--- src/aopmm_pkg.sv ---
// Purpose: shared constants and types for the adc output port mode mux
// Assumes: one 20 MHz clock; registers reached over classic Wishbone
// Notes: offsets are byte addresses of aligned 32-bit words
package aopmm_pkg;

  localparam int unsigned CLOCK_HZ       = 20_000_000;
  localparam int unsigned RESULT_W       = 18;
  localparam int unsigned PIN_W          = 7;
  localparam int unsigned ADR_W          = 4;

  localparam logic [3:0]  RESULT_OFS     = 4'h0;
  localparam logic [3:0]  STATUS_OFS     = 4'h4;
  localparam logic [3:0]  CTRL_OFS       = 4'h8;

  localparam logic [17:0] RESULT_RST     = 18'h00000;
  localparam logic        SER_EN_RST     = 1'b1;
  localparam logic        OVERRUN_RST    = 1'b0;

  localparam int unsigned CTRL_SER_EN    = 0;
  localparam int unsigned CTRL_OVR_CLR   = 1;

  localparam int unsigned ST_MODE_LSB    = 0;
  localparam int unsigned ST_CODING      = 2;
  localparam int unsigned ST_FORM_LOW    = 3;
  localparam int unsigned ST_FORM_HIGH   = 4;
  localparam int unsigned ST_DIV_LSB     = 5;
  localparam int unsigned ST_CLK_SRC     = 7;
  localparam int unsigned ST_RDC         = 8;
  localparam int unsigned ST_BUSY        = 9;
  localparam int unsigned ST_OVERRUN     = 10;

  // shortest half period of the internally made serial clock
  localparam int unsigned SCLK_HALF_NS   = 50;
  localparam int unsigned SCLK_HALF_RAW  = (SCLK_HALF_NS * (CLOCK_HZ / 1_000_000) + 999) / 1000;
  localparam int unsigned SCLK_HALF_CYC  = (SCLK_HALF_RAW < 1) ? 1 : SCLK_HALF_RAW;

  typedef enum logic [1:0] {
    AOPMM_MODE_P18,
    AOPMM_MODE_P16,
    AOPMM_MODE_P8,
    AOPMM_MODE_SER
  } aopmm_mode_t;

  typedef logic [RESULT_W-1:0] aopmm_word_t;

endpackage : aopmm_pkg

--- src/aopmm_ser_if.sv ---
// Purpose: carrier between the pin mux and its serial shifter
// Assumes: all signals on the one system clock
// Notes: sclkLvl and csActive arrive already synchronised
`timescale 1ns/1ns
interface aopmm_ser_if;
  import aopmm_pkg::*;
  logic        loadStb;
  aopmm_word_t word;
  logic        master;
  logic [1:0]  divSel;
  logic        sclkLvl;
  logic        csActive;
  logic        sdOut;
  logic        sclkDrv;
  logic        busy;

  modport ctrl  (output loadStb, word, master, divSel, sclkLvl, csActive,
                 input  sdOut, sclkDrv, busy);
  modport shift (input  loadStb, word, master, divSel, sclkLvl, csActive,
                 output sdOut, sclkDrv, busy);
endinterface : aopmm_ser_if

--- src/aopmm_serial_shift.sv ---
// Purpose: shifts one conversion word out, master or slave clocked
// Assumes: load only while idle; the pin mux refuses loads while busy
// Notes: data moves on the falling serial clock, host samples on rising
`timescale 1ns/1ns
module aopmm_serial_shift (
  input  wire logic  clock,
  input  wire logic  rst_n,
  aopmm_ser_if.shift ser
);
  import aopmm_pkg::*;

  typedef enum logic [1:0] {AOPMM_SH_IDLE, AOPMM_SH_MASTER, AOPMM_SH_SLAVE} aopmm_sh_t;

  aopmm_sh_t   state_q;
  aopmm_word_t shift_q;
  logic [4:0]  bitCnt_q;
  logic [7:0]  divCnt_q;
  logic        sclk_q;
  logic        sclkPrev_q;
  logic        csPrev_q;
  logic [7:0]  halfLimit;
  logic        tick;
  logic        slaveFall;
  logic        slaveCut;
  logic        lastBit;

  assign halfLimit = 8'((SCLK_HALF_CYC << ser.divSel) - 1);
  assign tick      = (divCnt_q == halfLimit);
  assign slaveFall = sclkPrev_q & ~ser.sclkLvl & ser.csActive;
  assign slaveCut  = csPrev_q & ~ser.csActive;
  assign lastBit   = (bitCnt_q == 5'(RESULT_W - 1));

  always_ff @(posedge clock or negedge rst_n) begin
    if (!rst_n) begin
      sclkPrev_q <= 1'b0;
      csPrev_q   <= 1'b0;
    end else begin
      sclkPrev_q <= ser.sclkLvl;
      csPrev_q   <= ser.csActive;
    end
  end

  always_ff @(posedge clock or negedge rst_n) begin
    if (!rst_n) begin
      state_q  <= AOPMM_SH_IDLE;
      shift_q  <= RESULT_RST;
      bitCnt_q <= 5'h00;
      divCnt_q <= 8'h00;
      sclk_q   <= 1'b0;
    end else begin
      case (state_q)
        AOPMM_SH_IDLE: begin
          sclk_q   <= 1'b0;
          divCnt_q <= 8'h00;
          if (ser.loadStb) begin
            shift_q  <= ser.word;
            bitCnt_q <= 5'h00;
            state_q  <= ser.master ? AOPMM_SH_MASTER : AOPMM_SH_SLAVE;
          end
        end
        AOPMM_SH_MASTER: begin
          divCnt_q <= tick ? 8'h00 : divCnt_q + 8'h01;
          if (tick) begin
            sclk_q <= ~sclk_q;
            if (sclk_q) begin
              shift_q  <= {shift_q[RESULT_W-2:0], 1'b0};
              bitCnt_q <= bitCnt_q + 5'h01;
              if (lastBit) begin
                state_q <= AOPMM_SH_IDLE;
              end
            end
          end
        end
        default: begin
          // slave: the host clock, gated by chip select, moves each bit
          if (slaveCut) begin
            // chip select lifted mid-frame: drop the rest, or every later load is refused
            shift_q <= RESULT_RST;
            state_q <= AOPMM_SH_IDLE;
          end else if (slaveFall) begin
            shift_q  <= {shift_q[RESULT_W-2:0], 1'b0};
            bitCnt_q <= bitCnt_q + 5'h01;
            if (lastBit) begin
              state_q <= AOPMM_SH_IDLE;
            end
          end
        end
      endcase
    end
  end

  assign ser.sdOut   = shift_q[RESULT_W-1];
  assign ser.sclkDrv = sclk_q;
  assign ser.busy    = (state_q != AOPMM_SH_IDLE);

endmodule : aopmm_serial_shift

--- src/aopmm_pin_mux.sv ---
// Purpose: selects the result output interface and the role of each shared data pin
// Assumes: mode and configuration pins come from outside and are synchronised here
// Notes: software loads each conversion word over Wishbone in place of a converter
//
// The implementer's own choices: the Wishbone slave port and the register addresses.
`timescale 1ns/1ns

module aopmm_pin_mux (
  input  wire logic                    clock,
  input  wire logic                    rst_n,
  input  wire logic [aopmm_pkg::ADR_W-1:0] adr_i,
  input  wire logic [31:0]             dat_i,
  output logic      [31:0]             dat_o,
  input  wire logic [3:0]              sel_i,
  input  wire logic                    we_i,
  input  wire logic                    cyc_i,
  input  wire logic                    stb_i,
  output logic                         ack_o,
  input  wire logic [1:0]              modeIn,
  input  wire logic [aopmm_pkg::PIN_W-1:0] dataIn,
  output logic      [aopmm_pkg::PIN_W-1:0] dataOut,
  output logic      [aopmm_pkg::PIN_W-1:0] dataOe,
  input  wire logic                    readDuringConvertIn,
  input  wire logic                    chipSelectIn_n,
  input  wire logic                    sclkIn,
  output logic                         sclkOut,
  output logic                         sclkOe,
  output logic                         serialDataOut
);
  import aopmm_pkg::*;

  localparam int unsigned SYNC_W = 12;

  // synchronisers: stage one is read only by stage two
  logic [SYNC_W-1:0] pinSync1_q;
  logic [SYNC_W-1:0] pinSync2_q;

  aopmm_mode_t       mode;
  logic [PIN_W-1:0]  pinLvl;
  logic              readDuringConvertSelect;
  logic              csActive;
  logic              sclkLvl;

  logic              codingSelect;
  logic              formSelectLow;
  logic              formSelectHigh;
  logic [1:0]        serialClockDividerSelect;
  logic              clockSourceSelect;
  logic              isSerial;
  logic              isMaster;

  aopmm_word_t       result_q;
  logic              serEn_q;
  logic              overrun_q;
  logic              ack_q;
  logic [31:0]       rdData_q;
  logic              loadPend_q;
  logic [1:0]        divSel_q;

  aopmm_word_t       codedWord;
  aopmm_word_t       parWord;
  logic [PIN_W-1:0]  dataOut_d;
  logic [PIN_W-1:0]  dataOut_q;
  logic [PIN_W-1:0]  dataOe_d;
  logic [PIN_W-1:0]  dataOe_q;
  logic              serialData_q;
  logic              sclkOut_q;
  logic              sclkOe_q;

  logic              wbReq;
  logic              wbWrite;
  logic              hitResult;
  logic              hitStatus;
  logic              hitCtrl;
  logic [31:0]       status;
  logic [31:0]       mergedWord;

  aopmm_ser_if       ser ();

  // replace bytes of old with those of new whose lane is enabled
  function automatic logic [31:0] byteMerge(input logic [31:0] oldV,
                                            input logic [31:0] newV,
                                            input logic [3:0]  lanes);
    logic [31:0] r;
    r = oldV;
    for (int i = 0; i < 4; i++) begin
      if (lanes[i]) begin
        r[8*i +: 8] = newV[8*i +: 8];
      end
    end
    return r;
  endfunction : byteMerge

  // apply output coding; mode 0 never inverts
  function automatic aopmm_word_t applyCoding(input aopmm_mode_t m,
                                              input logic        straight,
                                              input aopmm_word_t w);
    aopmm_word_t r;
    r = w;
    if (m != AOPMM_MODE_P18 && !straight) begin
      r[RESULT_W-1] = ~w[RESULT_W-1];
    end
    return r;
  endfunction : applyCoding

  // place the chosen portion of the word on bits 6..0 of the pin group
  function automatic aopmm_word_t selectForm(input aopmm_mode_t m,
                                             input logic        hi,
                                             input logic        lo,
                                             input aopmm_word_t w);
    aopmm_word_t r;
    r = w;
    if (m == AOPMM_MODE_P16) begin
      case ({hi, lo})
        2'b00:   r = {2'b00, w[17:2]};
        2'b01:   r = {2'b00, w[1:0], 14'h0000};
        2'b10:   r = {2'b00, w[15:0]};
        default: r = {2'b00, w[9:2], w[17:10]};
      endcase
    end else if (m == AOPMM_MODE_P8) begin
      case ({hi, lo})
        2'b00:   r = {10'h000, w[17:10]};
        2'b01:   r = {10'h000, w[9:2]};
        2'b10:   r = {10'h000, w[1:0], 6'h00};
        default: r = 18'h00000;
      endcase
    end
    return r;
  endfunction : selectForm

  always_ff @(posedge clock or negedge rst_n) begin
    if (!rst_n) begin
      pinSync1_q <= '0;
      pinSync2_q <= '0;
    end else begin
      pinSync1_q <= {sclkIn, chipSelectIn_n, readDuringConvertIn, dataIn, modeIn};
      pinSync2_q <= pinSync1_q;
    end
  end

  assign mode                    = aopmm_mode_t'(pinSync2_q[1:0]);
  assign pinLvl                  = pinSync2_q[8:2];
  assign readDuringConvertSelect = pinSync2_q[9];
  assign csActive                = ~pinSync2_q[10];
  assign sclkLvl                 = pinSync2_q[11];

  assign isSerial          = (mode == AOPMM_MODE_SER);
  assign codingSelect      = pinLvl[0];
  assign formSelectLow     = pinLvl[1];
  assign formSelectHigh    = pinLvl[2];
  assign clockSourceSelect = isSerial & pinLvl[6];
  assign isMaster          = isSerial & ~clockSourceSelect;

  // the divider pins only count in master read-after-convert
  assign serialClockDividerSelect =
    (isMaster && !readDuringConvertSelect) ? pinLvl[5:4] : 2'b00;

  assign codedWord = applyCoding(mode, codingSelect, result_q);
  assign parWord   = selectForm(mode, formSelectHigh, formSelectLow, codedWord);

  always_comb begin
    dataOut_d = '0;
    dataOe_d  = '0;
    case (mode)
      AOPMM_MODE_P18: begin
        dataOut_d = parWord[6:0];
        dataOe_d  = 7'h7F;
      end
      AOPMM_MODE_P16, AOPMM_MODE_P8: begin
        // pins 0..2 are configuration inputs here
        dataOut_d = {parWord[6:3], 3'b000};
        dataOe_d  = 7'h78;
      end
      default: begin
        // serial: only pin 3 keeps driving; the divider pins float
        dataOut_d = 7'h00;
        dataOe_d  = 7'h08;
      end
    endcase
  end

  always_ff @(posedge clock or negedge rst_n) begin
    if (!rst_n) begin
      dataOut_q <= '0;
      dataOe_q  <= '0;
    end else begin
      dataOut_q <= dataOut_d;
      dataOe_q  <= dataOe_d;
    end
  end

  // Wishbone classic slave, one wait state; a write lands on the edge that sees
  // ack high, so it is taken only while the master still holds it
  assign wbReq   = cyc_i & stb_i & ~ack_q;
  assign wbWrite = cyc_i & stb_i & ack_q & we_i;

  // anything unmapped is acknowledged and reads zero
  always_comb begin
    hitResult = 1'b0;
    hitStatus = 1'b0;
    hitCtrl   = 1'b0;
    if (adr_i == RESULT_OFS) begin
      hitResult = 1'b1;
    end else if (adr_i == STATUS_OFS) begin
      hitStatus = 1'b1;
    end else if (adr_i == CTRL_OFS) begin
      hitCtrl = 1'b1;
    end
  end

  assign status = 32'({
    overrun_q,
    ser.busy,
    readDuringConvertSelect,
    clockSourceSelect,
    serialClockDividerSelect,
    formSelectHigh,
    formSelectLow,
    codingSelect,
    pinSync2_q[1:0]
  });

  always_ff @(posedge clock or negedge rst_n) begin
    if (!rst_n) begin
      ack_q <= 1'b0;
    end else begin
      ack_q <= wbReq;
    end
  end

  always_ff @(posedge clock or negedge rst_n) begin
    if (!rst_n) begin
      rdData_q <= 32'h00000000;
    end else begin
      if (wbReq && !we_i) begin
        if (hitResult) begin
          rdData_q <= 32'(result_q);
        end else if (hitStatus) begin
          rdData_q <= status;
        end else if (hitCtrl) begin
          rdData_q <= 32'(serEn_q);
        end else begin
          // unmapped: acknowledged, reads zero
          rdData_q <= 32'h00000000;
        end
      end
    end
  end

  assign mergedWord = byteMerge(32'(result_q), dat_i, sel_i);

  // a write while the shifter is busy keeps the old word and flags an overrun
  always_ff @(posedge clock or negedge rst_n) begin
    if (!rst_n) begin
      result_q <= RESULT_RST;
    end else if (wbWrite && hitResult && !ser.busy) begin
      result_q <= mergedWord[RESULT_W-1:0];
    end
  end

  // the shifter takes the word one cycle after it lands in the result register
  always_ff @(posedge clock or negedge rst_n) begin
    if (!rst_n) begin
      loadPend_q <= 1'b0;
    end else begin
      loadPend_q <= wbWrite & hitResult & ~ser.busy & isSerial & serEn_q;
    end
  end

  // the divider is frozen for a whole frame: a pin change in mid-frame must not
  // move the half-period limit under the running counter
  always_ff @(posedge clock or negedge rst_n) begin
    if (!rst_n) begin
      divSel_q <= 2'b00;
    end else if (!ser.busy) begin
      divSel_q <= serialClockDividerSelect;
    end
  end

  always_ff @(posedge clock or negedge rst_n) begin
    if (!rst_n) begin
      serEn_q <= SER_EN_RST;
    end else if (wbWrite && hitCtrl && sel_i[0]) begin
      serEn_q <= dat_i[CTRL_SER_EN];
    end
  end

  // setting wins over a clear in the same cycle
  always_ff @(posedge clock or negedge rst_n) begin
    if (!rst_n) begin
      overrun_q <= OVERRUN_RST;
    end else if (wbWrite && hitResult && ser.busy) begin
      overrun_q <= 1'b1;
    end else if (wbWrite && hitCtrl && sel_i[0] && dat_i[CTRL_OVR_CLR]) begin
      overrun_q <= 1'b0;
    end
  end

  // coding is applied before the word enters the shifter
  assign ser.loadStb  = loadPend_q;
  assign ser.word     = codedWord;
  assign ser.master   = isMaster;
  assign ser.divSel   = divSel_q;
  assign ser.sclkLvl  = sclkLvl;
  assign ser.csActive = csActive;

  aopmm_serial_shift u_shift (
    .clock (clock),
    .rst_n (rst_n),
    .ser   (ser)
  );

  // serial data rests low outside serial mode so a parallel host sees no stray bit
  always_ff @(posedge clock or negedge rst_n) begin
    if (!rst_n) begin
      serialData_q <= 1'b0;
    end else begin
      serialData_q <= isSerial & ser.sdOut;
    end
  end

  always_ff @(posedge clock or negedge rst_n) begin
    if (!rst_n) begin
      sclkOut_q <= 1'b0;
      sclkOe_q  <= 1'b0;
    end else begin
      sclkOut_q <= isMaster & ser.sclkDrv;
      sclkOe_q  <= isMaster;
    end
  end

  assign dat_o         = rdData_q;
  assign ack_o         = ack_q;
  assign dataOut       = dataOut_q;
  assign dataOe        = dataOe_q;
  assign serialDataOut = serialData_q;
  assign sclkOut       = sclkOut_q;
  assign sclkOe        = sclkOe_q;

endmodule : aopmm_pin_mux

--- config.mk ---
export PLATFORM = sky130hd
export DESIGN_NAME = aopmm_pin_mux
export DESIGN_NICKNAME = d
export VERILOG_FILES = /design/src/aopmm_pkg.sv /design/src/aopmm_ser_if.sv /design/src/aopmm_serial_shift.sv /design/src/aopmm_pin_mux.sv
export SDC_FILE = /design/constraint.sdc
export NUM_CORES = 1
export LEC_CHECK = 0
export ABC_CLOCK_PERIOD_IN_PS = 2000
export BUFFER_PORTS_ARGS = -buffer_cell sky130_fd_sc_hd__buf_4
export CAP_MARGIN = 30
export CORE_MARGIN = 2
export CORE_UTILIZATION = 48
export CTS_CLUSTER_SIZE = 10
export DETAILED_ROUTE_END_ITERATION = 8
export HOLD_SLACK_MARGIN = 0.15
export PLACE_DENSITY = 0.74
export SETUP_SLACK_MARGIN = 0.3
export SLEW_MARGIN = 10
export SYNTH_ARGS = -nofsm -noshare
export SYNTH_HDL_FRONTEND = slang
export SYNTH_HIERARCHICAL = 1
export SYNTH_SLANG_ARGS = --single-unit
export TNS_END_PERCENT = 30
--- constraint.sdc ---
create_clock -name clock -period 2 [get_ports clock]
set_input_delay 0.1 -clock clock [delete_from_list [all_inputs] [get_ports clock]]
set_output_delay 0.1 -clock clock [all_outputs]
set_load 0.02 [all_outputs]
* After elaboration in Yosys (flattened, before gate mapping)
Cells that the tools add are included.
Word-level totals: input bits 57, logic and storage cells 136, bits in registers 133, output and inout port bits 50
Operators by class: $add $sub $neg 3, eq/ne operators 14, multiplexer cells 43, bitwise logic cells 22, shifts and indexed selects 1, reduce and logical (&&, ||, !) cells 30
Operator list (count):
- $mux 18 | 6
- $pmux 7 s3 | 2
- $pmux 18 s2 | 1
- $pmux 7 s2 | 2
- $mux 5 | 5
- $mux 2 | 8
- $pmux 8 s2 | 1
- $and 1x1->1 | 15
- $mux 7 | 2
- $mux 1 | 11
- $mux 11 | 1
- $pmux 5 s2 | 1
- $logic_and 1x1->1 | 9
- $add 8x1->8 const B | 1
- $eq 8x8->1 | 1
- $mux 8 | 1
- $reduce_and 2->1 | 4
- $reduce_bool 2->1 | 4
- $shl 1x2->8 const A | 1
- $sub 8x1->8 const B | 1
- $not 1->1 | 7
- $eq 2x1->1 const B | 3
- $eq 2x2->1 const B | 3
- $logic_not 2->1 | 3
- other kinds (16) | 20

* Logic depth before layout (Yosys ltp)
word-level depth 9, mapped depth 8, gate-level depth less buffers 7

* Hierarchy
Netlist, hierarchy kept.
Modules (own cells, without submodules):
- aopmm_pin_mux | seq. area each 1928.1 sq um, instances 1, area each 3326.9 sq um, cells an instance 257
- aopmm_serial_shift | seq. area each 900.9 sq um, instances 1, area each 2170.8 sq um, cells an instance 221

* Worst setup path before layout
Ideal clock, no wire load.
kind register -> register, start point reg u_shift.state_q[0], end point reg u_shift.shift_q[10], setup slack 0.088 ns, stages on the path, launching flop included 9, arrival time 1.787 ns, data required time 1.875 ns, clock period less this slack 1.912 ns, cell sequence dfrtp_1 -> clkbuf_1 -> nor2_1 -> inv_1 -> nor2_1 -> nor4_4 -> o22ai_4 -> buf_6 -> mux2_4
On the way: longest elaborated chain between the ends 3, elaborated cells on any way between the ends 8
RTL lines:
- from (decl) | line aopmm_serial_shift.sv:14 | aopmm_sh_t state_q;
- from (signal assigned) | line aopmm_serial_shift.sv:58 | state_q <= ser.master ? AOPMM_SH_MASTER : AOPMM_SH_SLAVE;
- $eq 2x1->1 or $logic_not 2->1 (tied branches) | line aopmm_serial_shift.sv:51 | case (state_q)
- $ne 2x1->1 (no source line) (tied with other cells)
- $reduce_and 4->1 (no source line)
- to (signal assigned) | line aopmm_serial_shift.sv:56 | shift_q <= ser.word;
- to (signal assigned) | line aopmm_serial_shift.sv:66 | shift_q <= {shift_q[RESULT_W-2:0], 1'b0};
- to (signal assigned) | line aopmm_serial_shift.sv:81 | shift_q <= {shift_q[RESULT_W-2:0], 1'b0};
- to (decl) | line aopmm_serial_shift.sv:15 | aopmm_word_t shift_q;
Several ways; a longest one is shown, not always the timed one. A chain may end at the register's enable or synchronous reset.

* Worst setup path after layout
start point reg u_shift.divCnt_q[3], end point reg u_shift.shift_q[2]
On the way: longest elaborated chain between the ends 3
RTL lines:
- from (decl) | line aopmm_serial_shift.sv:17 | logic [7:0] divCnt_q;
- from (signal assigned) | line aopmm_serial_shift.sv:62 | divCnt_q <= tick ? 8'h00 : divCnt_q + 8'h01;
- $eq 8x8->1 | line aopmm_serial_shift.sv:28 | assign tick = (divCnt_q == halfLimit);
- $ne 2x1->1 (no source line)
- $reduce_and 4->1 (no source line)
Every way passes these cells.

==> summary.md <==
| Metric | Value |
|---|---|
| Outcome | finished clean |
| Worst ir drop on vdd | 0.000551 V |
| R2R Path End | u_shift/shift_q[2] |
| First-pass GRT wire length | 21.9 mm |
| RSZ-0062 raised after global routing | true |
| Vias per std cell | 5.67 |
| TritonCTS buffer count | 17 |
| Combinational share of power | 6.7% |
| Pwr/cell area | 819 mW/mm2 |
| GRT Resource Usage Total | 22.6% |
| H-tree levels | 4 |
| Initial Util | 48.6% |
| Hold path depth | 3 |
| P_sw | 1250 uW |
| Switching share of power | 20.9% |
| Most common cell in the synthesized netlist | dfrtp_1 |
| Req. time, crit path | 2.28 ns |
| Crit path from | u_shift/divCnt_q[3] |
| Worst-margin pin slew | 0.579 ns |
| Top Ports | 107 |
| Synth top area share | 51.0% |
| DRC viols | 0 |
| Storage cell area | 0.00283 mm2 |
| Layout cell share with drive strength beyond 1 | 32.4% |
| Via count | 4,317 |
| Synth-to-layout area growth | 32.8% |
| Reg-to-Reg Start | u_shift/divCnt_q[3] |
| Tightest Hold Check Type | input pin to flip-flop |
| Clock share of power | 53.3% |
| # fillers | 827 |
| Chip Width | 111 um |
| Seq pwr share | 40.0% |
| CP max FO | 18 |
| Distinct cells, synth | 59 |
| Sequential fraction of the synthesis area | 51.5% |
| Clock root buffer | clkbuf_16 |
| R2R Setup Slk | 0.18 ns |
| Slew headroom | 61.0% |
| Row cnt | 39 |
| Worst-skew pair later-pin latency | 0.40 ns |
| Reg clk slew, reported paths | 0.05 ns |
| Worst setup SP type | flip-flop |
| Largest net degree at the start of global routing | 56 |
| Post-synth EDFFs | 0 |
| Post-Syn Area | 0.00550 mm2 |
| Largest family of logic cells by synthesized area | multiplexers |
| CTS tree | yes |
| Arrival @ worst endpoint | 2.10 ns |
| Yosys top cell by area | dfrtp_1 |
| Most used DFF post-synth | dfrtp_1 |
| Synth Area in Compound Gates | 12.0% |
| DRT iter0 DRCs | 301 |
| Adder-Cell Fraction of Synth Area | 1.59% |
| Vias in the first global route | 4,339 |
| Multi-input gate area | 0.00247 mm2 |
| Port-buffer cells | 76 |
| Synth area leaders | dfrtp_1 51%, mux2_2 8.4%, mux2i_1 5.1% |
| Post-Syn Area per Cell | 11.5 um2 |
| F_max | 549 MHz |
| Min Tclk post-route | 1.82 ns |
| Setup violators final | 0 |
| Total negative slack | 0 ns |
| DPL Wire Length | 8.61 mm |
| Worst Setup End Kind | flip-flop |
| Gp weighted congestion | 0.854 |
| Simple logic cell fraction of the synthesized area | 12.9% |
| Crit path capture | u_shift/shift_q[2] |
| P_int | 4730 uW |
| Final #Nets | 672 |
| Synthesis-stage register bit count | 113 |
| CTS Sinks | 113 |
| CORE AREA | 0.0113 mm2 |
| DR WL/cell | 17.7 um |
| Die Y-Extent | 111 um |
| Antenna cells | 0 |
| Top cells by count, synth | 112 x dfrtp_1, 53 x nand2_1, 41 x mux2_2, 28 x mux2i_1, 23 x o21ai_0 |
| Final ANT Viol Nets | 0 |
| Final Hold Fails | 0 |
| Final worst slack | 0.178 ns |
| Xor/xnor share of the synthesized area | 0.637% |
| Period utilization | 91.1% |
| DR pass1 iterations | 5 |
| Crit Path Category | flip-flop to flip-flop |
| Clk_skew | 0.00710 ns |
| Initial antenna violation count | 0 |
| Asr flop ratio synth | 100% |
| Cells after Synth | 478 |
| Max-slew violation count | 0 |
| Yosys warnings | 6 |
| Max clock buf depth | 2 |
| Die ar. | 0.0123 mm2 |
| Setup slack after placement | 0.177 ns |
| WL final | 13.5 mm |
| Total gr overflow | 0 |
| LEAKAGE | 0.00343 uW |
| Max cap viols | 0 |
| Mux cell area share after synthesis | 16.2% |
| Reg2reg path depth | 6 |
final cells by class:
cell class,instances,area share (%)
well taps,143,2.45
clock buffers,25,7.34
flip-flops and latches,113,38.8
clock inverters,4,1.30
inverters,12,0.617
repair buffers,137,15.7
multi-input cells,327,33.8
worst max-delay path, cell delays in order (launching register included):
cell and delay [ns]:
dfrtp_1 0.43, nor3_1 0.22, o21ai_2 0.15, nor4_4 0.28, o22ai_4 0.12, buf_12 0.17, mux2_1 0.32
power by group through the flow:
stage,Combinational (uW),Clock (uW),Sequential [uW]
after floorplan,172,0,2420
after global placement,326,0,2420
after detailed placement,334,0,2420
after CTS,395,3230,2390
after global routing,432,3340,2390
final,400,3190,2390
cell usage in the layout, fill, tap and decap left out, types with 3 or more instances in the layout:
cell type	instances
a211oi_1	6
a21oi_1	8
a221oi_1	9
a22o_1	11
a31oi_1	7
and3_1	3
buf_4	98
bufinv_16	3
clkbuf_16	17
clkbuf_8	8
conb_1	15
dfrtp_1	109
dfrtp_2	3
dlygate4sd3_1	37
ha_1	7
inv_1	10
mux2_2	41
mux2_4	9
mux2i_1	28
nand2_1	53
nand3_1	7
nand4_1	3
nor2_1	16
nor2b_1	4
nor3_1	11
nor3b_1	9
o211ai_1	3
o21ai_0	23
o31ai_1	12
xor2_1	3
timing repair:
action	4_1_cts	5_1_grt
setup endpoints to repair	26	54
hold endpoints to repair	73	0
hold buffers	37	0
resized for setup	0	8
pin swaps	0	2
buffers inserted	2	3
cells by family (layout without fill, tap and decap cells):
logic type,after synthesis,after routing
and+or+nand+nor,129,129
DFF,113,113
AOI/OAI and AO/OA,93,93
muxes,79,79
buffers and inverters,51,178
adders and majority gates,7,7
xor gates and xnor gates,4,4
other,2,15
through the flow:
step / total power, uW / hold WS, ns / cell area, um2 / instances / util (%)
2_1_floorplan: 2590 / -0.196 / 5560 / 491 / -
3_3_place_gp: 2750 / 0.115 / 6240 / 690 / 55.1
3_5_place_dp: 2760 / 0.124 / 6240 / 690 / 55.1
4_1_cts: 6010 / 0.153 / 7250 / 758 / 64.1
5_1_grt: 6160 / 0.169 / 7300 / 761 / 64.5
6_report: 5980 / 0.167 / 7300 / 761 / 64.5
how the worst min path moves through the flow:
| stage | from | endpoint |
|---|---|---|
| floorplan | rst_n | ack_o |
| global placement | rst_n | u_shift/divCnt_q[4] |
| detailed placement | rst_n | sclkOe |
| CTS | adr_i[2] | dat_o[5] |
| global route | sel_i[1] | result_q[9] |
| finish | adr_i[2] | dat_o[6] |
state kept, by name (all words and copies together), names as in the netlist, 3 cells and up:
| signal | count |
|---|---|
| pinSync1_q | 11 |
| dat_o | 18 |
| u_shift/bitCnt_q | 5 |
| dataOe | 3 |
| pinSync2_q | 11 |
| u_shift/divCnt_q | 8 |
| u_shift/shift_q | 18 |
| result_q | 18 |
| dataOut | 7 |
layer usage:
| metal | GRT usage, % | vias to the layer above | part of all wire (%) |
|---|---|---|---|
| li1 | - | 1967 | - |
| met1 | 28.5 | 2159 | 43 |
| met2 | 37.8 | 163 | 50 |
| met3 | 5.14 | 28 | 4.7 |
| met4 | 9.38 | 0 | 2.3 |
| met5 | 0 | - | 0 |
No activity file was read; power rests on OpenSTA's default activity.
